==> src/logic/runtime_misc_pkg.sv <==
package runtime_misc_pkg;

  // register byte addresses (offsets 0x21..0x23 are not word aligned: index * 4)
  localparam logic [7:0]  IDX_UART2_FIFO_SHADOW = 8'h21;
  localparam logic [7:0]  IDX_DEVICE_DISABLE    = 8'h22;
  localparam logic [7:0]  IDX_GPIO_BIT_1_0_CTRL = 8'h23;
  localparam logic [11:0] ADDR_UART2_FIFO_SHADOW = {2'h0, IDX_UART2_FIFO_SHADOW, 2'h0};
  localparam logic [11:0] ADDR_DEVICE_DISABLE    = {2'h0, IDX_DEVICE_DISABLE, 2'h0};
  localparam logic [11:0] ADDR_GPIO_BIT_1_0_CTRL = {2'h0, IDX_GPIO_BIT_1_0_CTRL, 2'h0};

  // reset values
  localparam logic [7:0] RST_DEVICE_DISABLE = 8'h00;
  localparam logic [7:0] RST_GPIO_CTRL      = 8'h01;

  // device disable fields
  localparam int DD_FLOPPY_WP  = 0;
  localparam int DD_FLOPPY     = 3;
  localparam int DD_MIDI_UART  = 4;
  localparam int DD_UART2      = 5;
  localparam int DD_UART1      = 6;
  localparam int DD_PARALLEL   = 7;
  localparam logic [7:0] DD_WRITABLE_MASK = 8'hF9;

  // gpio control fields
  localparam int GP_DIR_IN     = 0;
  localparam int GP_INVERT     = 1;
  localparam int GP_ALT_FUNC   = 2;
  localparam int GP_OPEN_DRAIN = 7;
  localparam logic [7:0] GP_WRITABLE_MASK = 8'h87;

  // lock pin configuration value that arms the lock
  localparam logic [1:0] LOCK_CFG_ARMED = 2'b01;

  // second serial port fifo control settings
  typedef struct packed {
    logic [1:0] rx_trigger_level;
    logic       dma_mode;
    logic       tx_fifo_clear;
    logic       rx_fifo_clear;
    logic       fifo_enable;
  } uart_fifo_ctrl_type;

  // per logical device activate / enable set
  typedef struct packed {
    logic parallel_port;
    logic uart1;
    logic uart2;
    logic midi_uart;
    logic floppy_controller;
  } device_set_type;

  // floppy write protect inputs
  typedef struct packed {
    logic drive_select0_n;
    logic drive_select1_n;
    logic force_write_protect;
    logic write_protect_n;
  } floppy_wp_in_type;

endpackage : runtime_misc_pkg

==> src/logic/runtime_misc_registers.sv <==
// Summary of operation
// offset 0x21 reads uart2 fifo enable, rx clear, tx clear, dma mode; bits 5:4 zero
// offset 0x21 bits 7:6 hold the uart2 receive trigger level, lsb in bit 6
// a disable bit at 1 kills its device; at 0 the activate bit rules
// disable register bit 0 forces floppy write protect over pin and forced bit
// write protect toward floppy core is or of the four listed terms
// disable register bits 2:1 always read zero
// bit 3 disables the floppy controller
// bit 4 disables the midi uart
// bit 5 disables the second serial port
// bit 6 disables the first serial port
// bit 7 disables the parallel port
// gpio control bit 0: 1 input, 0 output
// gpio control bit 1 inverts the pin value both ways
// gpio control bit 2 routes pin to joystick1 button1; bits 6:3 reserved
// gpio control bit 7 selects open drain, else push pull
// disable register is read only when lock config is 01 and lock pin high
// reset clears disable register and sets gpio control to 0x01
module runtime_misc_registers (
  // apb
  input  wire logic                                pclk,
  input  wire logic                                presetn,
  input  wire logic                                psel,
  input  wire logic                                penable,
  input  wire logic                                pwrite,
  input  wire logic [11:0]                         paddr,
  input  wire logic [31:0]                         pwdata,
  input  wire logic [3:0]                          pstrb,
  output logic      [31:0]                         prdata,
  output logic                                     pready,
  output logic                                     pslverr,
  // second serial port fifo settings
  input  wire runtime_misc_pkg::uart_fifo_ctrl_type uart2_fifo_ctrl,
  // lock pin and its configuration
  input  wire logic                                access_lock_pin,
  input  wire logic [1:0]                          access_lock_cfg,
  // logical device activate bits and resulting enables
  input  wire runtime_misc_pkg::device_set_type     device_activate,
  output runtime_misc_pkg::device_set_type          device_enable,
  // floppy write protect
  input  wire runtime_misc_pkg::floppy_wp_in_type   floppy_wp_in,
  output logic                                     write_protect_n,
  // general purpose pin
  input  wire logic                                gpio_bit_1_0_in,
  output logic                                     gpio_bit_1_0_out,
  output logic                                     gpio_bit_1_0_oe,
  // game port side of the pin
  output logic                                     joystick1_button1,
  input  wire logic                                joystick1_button1_drive
);
  import runtime_misc_pkg::*;

  logic [7:0] device_disable_reg;
  logic [7:0] gpio_ctrl_reg;
  logic       access_phase;
  logic       write_strobe;
  logic       read_strobe;
  logic       lock_active;
  logic       mapped;
  logic [7:0] read_byte;
  logic       gpio_level;
  logic       gpio_drive_value;
  logic [7:0] shadow_byte;

  function automatic logic addr_hit(input logic [11:0] a, input logic [11:0] b);
    addr_hit = (a[11:2] == b[11:2]);
  endfunction : addr_hit

  assign access_phase = psel & penable;
  // one wait state per access: the answer is ready in the second access cycle
  assign write_strobe = access_phase & pwrite & pready;
  assign read_strobe  = access_phase & ~pwrite & ~pready;
  assign mapped = addr_hit(paddr, ADDR_UART2_FIFO_SHADOW) |
                  addr_hit(paddr, ADDR_DEVICE_DISABLE) |
                  addr_hit(paddr, ADDR_GPIO_BIT_1_0_CTRL);

  // lock only engages in the armed configuration while the pin is high
  assign lock_active = (access_lock_cfg == LOCK_CFG_ARMED) & access_lock_pin;

  // pready rises one cycle into the access phase, giving registered read data
  always_ff @(posedge pclk or negedge presetn) begin
    if (!presetn) begin
      pready <= 1'b0;
    end else begin
      pready <= access_phase & ~pready;
    end
  end

  always_ff @(posedge pclk or negedge presetn) begin
    if (!presetn) begin
      pslverr <= 1'b0;
    end else begin
      pslverr <= access_phase & ~pready & ~mapped;
    end
  end

  always_ff @(posedge pclk or negedge presetn) begin
    if (!presetn) begin
      device_disable_reg <= RST_DEVICE_DISABLE;
    end else if (write_strobe && pstrb[0] && addr_hit(paddr, ADDR_DEVICE_DISABLE) &&
                 !lock_active) begin
      device_disable_reg <= pwdata[7:0] & DD_WRITABLE_MASK;
    end
  end

  always_ff @(posedge pclk or negedge presetn) begin
    if (!presetn) begin
      gpio_ctrl_reg <= RST_GPIO_CTRL;
    end else if (write_strobe && pstrb[0] && addr_hit(paddr, ADDR_GPIO_BIT_1_0_CTRL)) begin
      gpio_ctrl_reg <= pwdata[7:0] & GP_WRITABLE_MASK;
    end
  end

  // reserved 5:4 forced to zero
  assign shadow_byte = {uart2_fifo_ctrl.rx_trigger_level,
                        2'h0,
                        uart2_fifo_ctrl.dma_mode,
                        uart2_fifo_ctrl.tx_fifo_clear,
                        uart2_fifo_ctrl.rx_fifo_clear,
                        uart2_fifo_ctrl.fifo_enable};

  always_comb begin
    read_byte = 8'h00;
    if (addr_hit(paddr, ADDR_UART2_FIFO_SHADOW)) begin
      read_byte = shadow_byte;
    end else if (addr_hit(paddr, ADDR_DEVICE_DISABLE)) begin
      read_byte = device_disable_reg & DD_WRITABLE_MASK;
    end else if (addr_hit(paddr, ADDR_GPIO_BIT_1_0_CTRL)) begin
      read_byte = gpio_ctrl_reg;
    end
  end

  always_ff @(posedge pclk or negedge presetn) begin
    if (!presetn) begin
      prdata <= 32'h0000_0000;
    end else if (read_strobe) begin
      prdata <= {24'h00_0000, read_byte};
    end
  end

  // device enables: disable bit wins over activate bit
  always_ff @(posedge pclk or negedge presetn) begin
    if (!presetn) begin
      device_enable <= '0;
    end else begin
      device_enable.floppy_controller <= device_activate.floppy_controller &
                                         ~device_disable_reg[DD_FLOPPY];
      device_enable.midi_uart         <= device_activate.midi_uart &
                                         ~device_disable_reg[DD_MIDI_UART];
      device_enable.uart2             <= device_activate.uart2 &
                                         ~device_disable_reg[DD_UART2];
      device_enable.uart1             <= device_activate.uart1 &
                                         ~device_disable_reg[DD_UART1];
      device_enable.parallel_port     <= device_activate.parallel_port &
                                         ~device_disable_reg[DD_PARALLEL];
    end
  end

  // combination kept exactly as the documented active-low equation
  always_ff @(posedge pclk or negedge presetn) begin
    if (!presetn) begin
      write_protect_n <= 1'b0;
    end else begin
      write_protect_n <= (floppy_wp_in.drive_select0_n & floppy_wp_in.force_write_protect) |
                         (floppy_wp_in.drive_select1_n & floppy_wp_in.force_write_protect) |
                         floppy_wp_in.write_protect_n |
                         device_disable_reg[DD_FLOPPY_WP];
    end
  end

  // gpio pin: polarity applies to both directions
  assign gpio_level       = gpio_bit_1_0_in ^ gpio_ctrl_reg[GP_INVERT];
  assign gpio_drive_value = (gpio_ctrl_reg[GP_ALT_FUNC] ? joystick1_button1_drive : 1'b0)
                            ^ gpio_ctrl_reg[GP_INVERT];

  always_ff @(posedge pclk or negedge presetn) begin
    if (!presetn) begin
      joystick1_button1 <= 1'b0;
    end else begin
      joystick1_button1 <= gpio_ctrl_reg[GP_ALT_FUNC] & gpio_level;
    end
  end

  // open drain drives only a low level; output data has no gpio data register here
  always_ff @(posedge pclk or negedge presetn) begin
    if (!presetn) begin
      gpio_bit_1_0_out <= 1'b0;
      gpio_bit_1_0_oe  <= 1'b0;
    end else begin
      gpio_bit_1_0_out <= gpio_drive_value;
      if (gpio_ctrl_reg[GP_DIR_IN]) begin
        gpio_bit_1_0_oe <= 1'b0;
      end else if (gpio_ctrl_reg[GP_OPEN_DRAIN]) begin
        gpio_bit_1_0_oe <= ~gpio_drive_value;
      end else begin
        gpio_bit_1_0_oe <= 1'b1;
      end
    end
  end

endmodule : runtime_misc_registers

==> config.mk <==
export PLATFORM = sky130hd
export DESIGN_NAME = runtime_misc_registers
export DESIGN_NICKNAME = d
export VERILOG_FILES = /design/src/logic/runtime_misc_pkg.sv /design/src/logic/runtime_misc_registers.sv
export SDC_FILE = /design/constraint.sdc
export NUM_CORES = 1
export LEC_CHECK = 0
export ABC_AREA = 1
export BUFFER_PORTS_ARGS = -buffer_cell sky130_fd_sc_hd__buf_4
export CAP_MARGIN = 0
export CORE_MARGIN = 2
export CORE_UTILIZATION = 40
export DETAILED_ROUTE_END_ITERATION = 10
export HOLD_SLACK_MARGIN = 0.06
export PLACE_DENSITY = 0.87
export SLEW_MARGIN = 20
export SYNTH_ARGS = -nofsm -noshare
export SYNTH_HDL_FRONTEND = slang
export SYNTH_SLANG_ARGS = --single-unit
==> constraint.sdc <==
create_clock -name pclk -period 2.35 [get_ports pclk]
set_input_delay 0.235 -clock pclk [delete_from_list [all_inputs] [get_ports pclk]]
set_output_delay 0.235 -clock pclk [all_outputs]
set_load 0.05 [all_outputs]
==> flow_metrics.py, run 1 <==
metrics = {
    "synthesis": {
        "ys.warnings.count": 0,
        "seq_area_frac_synth_pct": 45.6,
        "synth_area_leaders": "dfrtp_1, nand2_1, buf_4",
        "syn_avg_cell_area_um2": 8.31,
        "ys_types": 23,
        "ys_seq_elements": 29,
        "yosys.area.top_type": "dfrtp_1",
        "synth_area_um2": 1600,
        "synth_top_area_share_pct": 43.9,
        "syn_inst": 192,
    },
    "cts": {
        "cts_resized": 0,
        "clkLatencyLatePin_ns": 0.28,
        "cts_buffer_depth": 2,
        "clk_pin_slew_ns": 0.06,
        "htreeDepth": 2,
        "cts_tree": "yes",
        "cts_sinks": 29,
        "numCtsBuffers": 5,
        "cts_root_buffer": "clkbuf_8",
    },
    "placed_design": {
        "dp_cells": 300,
        "portBuffers": 62,
        "post_dp_cell_area_um2": 2020,
        "place_congestion": 0.893,
        "dp_hpwl_mm": 2.65,
    },
    "drt": {
        "postRouteAntennaNets": 0,
        "viasPerCell": 4.33,
        "firstDrtPassIters": 4,
        "drt_wl_total_mm": 3.36,
        "drtIter0Drc": 72,
        "vias": 1339,
        "wl_per_cell_um": 10.9,
        "route.detailed.drc": 0,
    },
    "timing": {
        "fin_crit_sh_pct": 57.7,
        "tns_ns": 0,
        "hold_violations": 0,
        "setup_viol": 0,
        "slew_viol_final": 0,
        "max_freq_mhz": 738,
        "rsz0062_at_grt": "false",
        "finalCriticalPeriod_ns": 1.36,
        "fin_skew_ns": 0.00314,
    },
    "setup_path": {
        "crit_required_ns": 2.55,
        "cp_max_fo": 9,
        "slowest_delay_ns": 0.43,
        "cp_top_family": "simple AND/OR/NAND/NOR gates",
        "worst_setup_path_start_kind": "register",
        "critPathCaptureType": "register",
        "path_cells": "nor2_2, nand2_2, inv_1, nand2_1, o21ai_0",
        "crit_type": "reg2reg",
        "critPathSlowestCell": "dfrtp_1",
        "crit_arrival_ns": 1.55,
        "timing.critical_path.buf_inv": 1,
    },
    "floorplan": {
        "dieArea_um2": 4510,
        "fp.dieW_um": 67.2,
        "die_h_um": 67.2,
        "rows": 22,
        "start_util_pct": 42.6,
        "io_pins": 116,
        "core_um2": 3740,
    },
    "finish": {
        "mostFrequentLayoutCells": "buf_4, nand2_1, dfrtp_1",
        "final_common_cell": "buf_4",
        "utilization_pct": 57.2,
        "fin_area_um2": 2140,
        "final_cell_count_no_fill": 309,
        "largest_reg_flops": 8,
        "nets": 333,
        "area_growth_pct": 34.3,
        "antenna_cells": 0,
        "drive_gt1_share_pct": 33.0,
    },
    "global_route": {
        "grt_max_degree": 30,
        "grt_usage_pct": 16.0,
        "grt_antenna_before_repair": 0,
        "overflow": 0,
        "grt_pass1_wl_mm": 5.17,
        "first_global_vias": 1200,
    },
    "flow_run": {
        "drv_cap": 0,
    },
    "power_and_ir_drop": {
        "ir_worst_vdd_uv": 337,
        "power_density_nw_per_um2": 593,
        "finalPower_uw": 1270,
        "p_leak_uw": 0.00128,
    },
    "run_status": {
        "status": "completed",
    },
    "hold_path": {
        "hold_path.class": "in2reg",
    },
}
## tightest hold or removal path, stage by stage
cell     delay (ns)
buf_4          0.08
nor2_1         0.03
nand2_1        0.05
## cell families after synthesis
| group | after synthesis | synth area share [%] |
|---|---|---|
| compound gates | 10 | 3.84 |
| xor+xnor | 1 | 0.549 |
| buf+inv | 46 | 16.9 |
| flops | 29 | 45.6 |
| other cells | 1 | 0.235 |
| simple gates | 105 | 32.9 |
## cell type report
cell class	instances	area, um^2
multi-input cells	140	684
inverters	21	78.8
repair buffers	63	475
flip-flops and latches	29	727
well taps	48	60.1
clock inverters	1	30.0
fillers	349	1600
clock buffers	7	86.3
## timing repair
item / CTS / global route
buffers inserted: 0 / 0
endpoints found under the setup margin: 0 / 0
endpoints found under the hold margin: 28 / 0
hold buffers: 1 / 0
## path summary, 6_finish.rpt
kind / start / to / slack (ns) / cells after the start
worst max-delay path: pready / prdata[4] / 0.99 / 5
worst min-delay path: floppy_wp_in[0] / write_protect_n / 0.13 / 3
worst max register to register: pready / prdata[4] / 0.99 / 5
worst min register to register: device_disable_reg[4] / device_enable[1] / 0.47 / 1
max in group asynchronous: presetn / gpio_ctrl_reg[0] / 1.64 / 2
min in group asynchronous: presetn / prdata[1] / 0.40 / 2
## per-stage QoR
stage,setup WS (ns),hold WS (ns)
after global routing,0.883,0.159
after floorplan,0.940,-0.0606
after CTS,0.984,0.124
after global placement,0.869,0.168
after detailed placement,0.849,0.176
final,0.994,0.133
## cell usage after synthesis (all sizes together)
master,instances
buf,25
xor2,1
a21oi,2
nor2,20
conb,1
dfrtp,28
nand2,60
dfstp,1
o21ai,8
nand3,20
nand4,4
or2,1
inv,21
## report_power, final
group | total, uW | internal [uW] | switching (uW)
logic | 227 | 66.5 | 160
clock network | 533 | 345 | 188
registers | 510 | 507 | 3.22
## per-layer routing
layer	wire length (um)	part of all wire (%)	track usage, %
met3	268	8.0	6.83
met4	129	3.8	9.95
met2	1710	51	26.7
met5	0	0	0
met1	1250	37	16.6
No activity file was read; power rests on OpenSTA's default activity.
==> inputs of run 2 (changes only) <==
Settings changed: CORE_UTILIZATION 40 to 36, PLACE_DENSITY 0.87 to 0.83.
Clock period 2.35 ns to 1.1 ns, I/O delays scaled along.
==> flow_metrics.py, run 2 (synthesis results as in run 1) <==
metrics = {
    "timing": {
        "timing.hold.ws_ns": 0.0630,
        "max_freq_mhz": 952,
        "hold_violations": 0,
        "worst_slack_ns": 0.0499,
        "setup_viol": 0,
        "tns_ns": 0,
        "rsz0062_at_grt": "true",
        "fin_crit_sh_pct": 95.5,
        "slew_viol_final": 0,
        "fin_skew_ns": 0.00686,
        "finalCriticalPeriod_ns": 1.05,
    },
    "floorplan": {
        "rows": 24,
        "core_um2": 4320,
        "die_h_um": 70.6,
        "start_util_pct": 36.9,
        "io_pins": 116,
        "fp.dieW_um": 70.6,
        "dieArea_um2": 4980,
    },
    "drt": {
        "viasPerCell": 4.30,
        "vias": 1478,
        "drt_wl_total_mm": 3.61,
        "route.detailed.drc": 0,
        "firstDrtPassIters": 4,
        "drtIter0Drc": 70,
        "wl_per_cell_um": 10.5,
        "postRouteAntennaNets": 0,
    },
    "cts": {
        "clk_pin_slew_ns": 0.06,
        "cts_buffer_depth": 2,
        "cts_sinks": 29,
        "htreeDepth": 2,
        "clkLatencyLatePin_ns": 0.28,
        "numCtsBuffers": 5,
        "cts_root_buffer": "clkbuf_8",
        "cts_tree": "yes",
    },
    "power_and_ir_drop": {
        "power_density_nw_per_um2": 1020,
        "switching_share_pct": 30.5,
        "pwr-share-comb_pct": 22.5,
        "internal-power_uw": 1720,
        "pwr-share-seq_pct": 44.2,
        "ir_worst_vdd_uv": 378,
        "clock_power_share_pct": 33.3,
        "p_leak_uw": 0.00141,
        "power.switching_uw": 753,
    },
    "setup_path": {
        "rrSetupSlack_ns": 0.05,
        "worst_setup_path_start_kind": "register",
        "reg2reg_depth": 5,
        "crit_arrival_ns": 1.22,
        "crit_required_ns": 1.27,
        "r2r_end": "device_disable_reg[0]",
        "r2r-start": "pready",
        "crit_type": "reg2reg",
        "critPathCaptureType": "register",
        "cp_max_fo": 6,
    },
    "placed_design": {
        "dpl_worst_slack_ns": -0.0661,
        "dp_hpwl_mm": 2.83,
        "place_congestion": 0.813,
        "portBuffers": 62,
    },
    "finish": {
        "mostFrequentLayoutCells": "buf_4, nand2_1, dfrtp_1",
        "nets": 364,
        "area_growth_pct": 51.5,
        "antenna_cells": 0,
        "fill_cells": 409,
        "largest_reg_flops": 8,
        "utilization_pct": 55.9,
        "final_common_cell": "buf_4",
        "multi_input_area_um2": 694,
        "drive_gt1_share_pct": 35.3,
        "ff_latch_area_um2": 728,
    },
    "hold_path": {
        "worstHoldEndpoint": "device_disable_reg[3]",
        "hold_path.class": "in2reg",
        "whs_path_depth": 3,
        "hold_start": "pwdata[3]",
    },
    "flow_run": {
        "drv_cap": 0,
    },
    "global_route": {
        "overflow": 0,
        "grt_max_degree": 30,
        "grt_pass1_wl_mm": 6.12,
        "first_global_vias": 1467,
        "grt_antenna_before_repair": 0,
        "grt_usage_pct": 15.5,
    },
    "run_status": {
        "status": "completed",
    },
}
==> run 2: cell type report <==
cell class,count,area share [%]
Clock buffer,6,3.00
Timing Repair Buffer,94,31.6
Inverter,21,3.37
Clock inverter,2,0.414
Multi-Input combinational cell,140,28.7
Sequential cell,29,30.1
Tap cell,52,2.69
==> run 2: worst max path at each step <==
stage | slack, ns | from | cells past startpoint | end
2_1_floorplan | -0.12 | pready | 5 | device_disable_reg[0]
3_3_place_gp | -0.02 | paddr[9] | 9 | device_disable_reg[4]
3_5_place_dp | -0.07 | paddr[9] | 9 | device_disable_reg[0]
4_1_cts | 0.008 | pready | 4 | gpio_ctrl_reg[2]
5_1_grt | -0.009 | pready | 5 | device_disable_reg[3]
6_report | 0.05 | pready | 5 | device_disable_reg[0]
==> run 2: metal layers <==
layer / vias up / global-route usage [%] / wire length [um]
met4: 0 / 10.5 / 117
li1: 743 / - / -
met1: 664 / 17.4 / 1420
met2: 60 / 26.2 / 1850
met5: - / 0 / 0
met3: 11 / 3.70 / 210
==> run 2: power groups by stage <==
stage               registers, uW  logic, uW  clock network (uW)
floorplan                    1170        311                   0
global placement             1110        495                   0
detailed placement           1110        501                   0
CTS                          1090        551                 848
global route                 1090        590                 890
finish                       1090        554                 822
==> run 2: worst max-delay path: stages (launching register included) <==
cell	delay, ns
dfrtp_2	0.42
nand3_4	0.11
a21oi_4	0.15
nand2_2	0.12
nand2_1	0.08
nand2_1	0.05
==> run 2: timing repair <==
item                                    CTS  global route
hold buffers                             17             0
pin swaps                                 0             1
gates resized for setup                   1             5
endpoints found under the setup margin    2             6
gates cloned                              0             0
endpoints found under the hold margin    42             0
setup buffers                             1             0
==> run 2: through the flow <==
step                      power (uW)  instance area, um^2  std cells
final                           2470                 2420        344
after global placement          1600                 2140        318
after global routing            2570                 2420        344
after CTS                       2490                 2400        344
after detailed placement        1610                 2140        318
after floorplan                 1480                 1680        215
==> inputs of run 3 (changes only) <==
Settings changed: CORE_UTILIZATION 36 to 30, PLACE_DENSITY 0.83 to 0.73, REMOVE_ABC_BUFFERS set to 1.
==> flow_metrics.py, run 3 (synthesis results as in run 1) <==
metrics = {
    "run_status": {
        "status": "finished with violations",
        "violations": "negative setup slack",
    },
    "global_route": {
        "grt_usage_pct": 13.6,
        "overflow": 0,
        "first_global_vias": 1423,
        "grt_max_degree": 30,
        "grt_pass1_wl_mm": 6.32,
        "grt_antenna_before_repair": 0,
    },
    "setup_path": {
        "cpMostUsedCell": "buf_6",
        "rrSetupSlack_ns": 0.04,
        "cp_top_family": "flip-flops",
        "path_cells": "buf_6, buf_6",
        "cp_max_fo": 3,
        "crit_type": "reg2out",
        "timing.critical_path.buf_inv": 2,
        "crit_arrival_ns": 1.00,
        "r2r-start": "pready",
        "crit_required_ns": 0.99,
        "critPathCaptureType": "primary output",
        "r2r_end": "device_disable_reg[4]",
        "worst_setup_path_start_kind": "register",
        "slowest_delay_ns": 0.45,
        "critPathSlowestCell": "dfrtp_2",
        "reg2reg_depth": 5,
    },
    "timing": {
        "fin_crit_sh_pct": 101,
        "slew_viol_final": 0,
        "hold_violations": 0,
        "tns_ns": -0.00603,
        "worst_slack_ns": -0.00603,
        "fin_skew_ns": 0.00202,
        "max_freq_mhz": 904,
        "finalCriticalPeriod_ns": 1.11,
        "rsz0062_at_grt": "true",
        "setup_viol": 1,
    },
    "drt": {
        "viasPerCell": 3.98,
        "drt_wl_total_mm": 3.72,
        "drtIter0Drc": 59,
        "route.detailed.drc": 0,
        "firstDrtPassIters": 4,
        "postRouteAntennaNets": 0,
        "wl_per_cell_um": 10.4,
        "vias": 1425,
    },
    "finish": {
        "area_growth_pct": 52.7,
        "drive_gt1_share_pct": 36.1,
        "antenna_cells": 0,
        "fill_cells": 498,
        "final_common_cell": "buf_4",
        "nets": 360,
        "largest_reg_flops": 8,
        "mostFrequentLayoutCells": "buf_4, nand2_1, dfrtp_1",
    },
    "cts": {
        "cts_root_buffer": "clkbuf_8",
        "clk_pin_slew_ns": 0.06,
        "htreeDepth": 2,
        "clkLatencyLatePin_ns": 0.28,
        "cts_buffer_depth": 2,
        "cts_tree": "yes",
        "cts_sinks": 29,
        "numCtsBuffers": 5,
    },
    "floorplan": {
        "die_h_um": 76.9,
        "fp.dieW_um": 76.9,
        "start_util_pct": 31.2,
        "rows": 26,
        "core_um2": 5110,
        "dieArea_um2": 5920,
        "io_pins": 116,
    },
    "hold_path": {
        "worstHoldEndpoint": "gpio_ctrl_reg[7]",
        "hold_start": "pwdata[7]",
        "whs_path_depth": 3,
        "hold_path.class": "in2reg",
    },
    "power_and_ir_drop": {
        "p_leak_uw": 0.00140,
        "power_density_nw_per_um2": 1020,
        "ir_worst_vdd_uv": 368,
    },
    "flow_run": {
        "drv_cap": 0,
    },
    "placed_design": {
        "dp_hpwl_mm": 2.93,
        "dpl_worst_slack_ns": -0.0617,
        "place_congestion": 0.773,
        "portBuffers": 62,
    },
}
run 3: worst max path at each step:
| stage | to | depth (start not counted) | from | slack [ns] |
|---|---|---|---|---|
| finish | pready | 2 | pready | -0.006 |
| global route | pready | 2 | pready | -0.04 |
| CTS | pready | 2 | pready | -0.002 |
| detailed placement | prdata[0] | 10 | paddr[9] | -0.06 |
| global placement | prdata[7] | 10 | paddr[6] | -0.05 |
| floorplan | device_disable_reg[0] | 5 | pready | -0.31 |
run 3: what timing repair did:
item | in CTS | in global routing
buffers inserted | 2 | 0
gates resized for setup | 4 | 7
hold buffers | 13 | 1
endpoints found under the hold margin | 38 | 1
endpoints found under the setup margin | 11 | 13
gates cloned | 0 | 0
pin swaps | 1 | 2
run 3: where the power goes:
part	leakage (uW)	internal, uW	switching [uW]	total (uW)
Clock	0.0000439	435	413	848
Combinational	0.000974	191	358	549
Sequential	0.000379	1080	8.73	1090
run 3: layout make-up:
type	count	area, um^2	share of cell area [%]
Clock buffer	5	68.8	2.82
Clock inverter	3	17.5	0.719
Inverter	21	81.3	3.34
Multi-Input combinational cell	140	693	28.5
Sequential cell	29	728	29.9
Tap cell	70	87.6	3.60
Timing Repair Buffer	90	759	31.2
run 3: metrics by stage:
step           std cells  area, um^2  utilization (%)  hold slack [ns]  total power, uW
2_1_floorplan        190        1490                -           -0.186             1410
3_3_place_gp         334        2160             42.3           0.0531             1610
3_5_place_dp         334        2160             42.3           0.0580             1610
4_1_cts              357        2410             47.2           0.0602             2520
5_1_grt              358        2440             47.7           0.0487             2610
6_report             358        2440             47.7           0.0554             2490
run 3: worst register-to-register path: stages (launching register included):
cell     delay [ns]
dfrtp_2        0.43
nand3_4        0.12
a21oi_4        0.16
nand2_2        0.11
nand2_1        0.07
nand2_1        0.05
run 3: layer usage:
layer / global-route usage, % / part of all wire [%] / vias to the layer above
met1: 15.2 / 38 / 634
li1: - / - / 737
met5: 0 / 0 / -
met3: 3.88 / 5.9 / 5
met4: 6.36 / 1.8 / 0
met2: 23.7 / 54 / 49
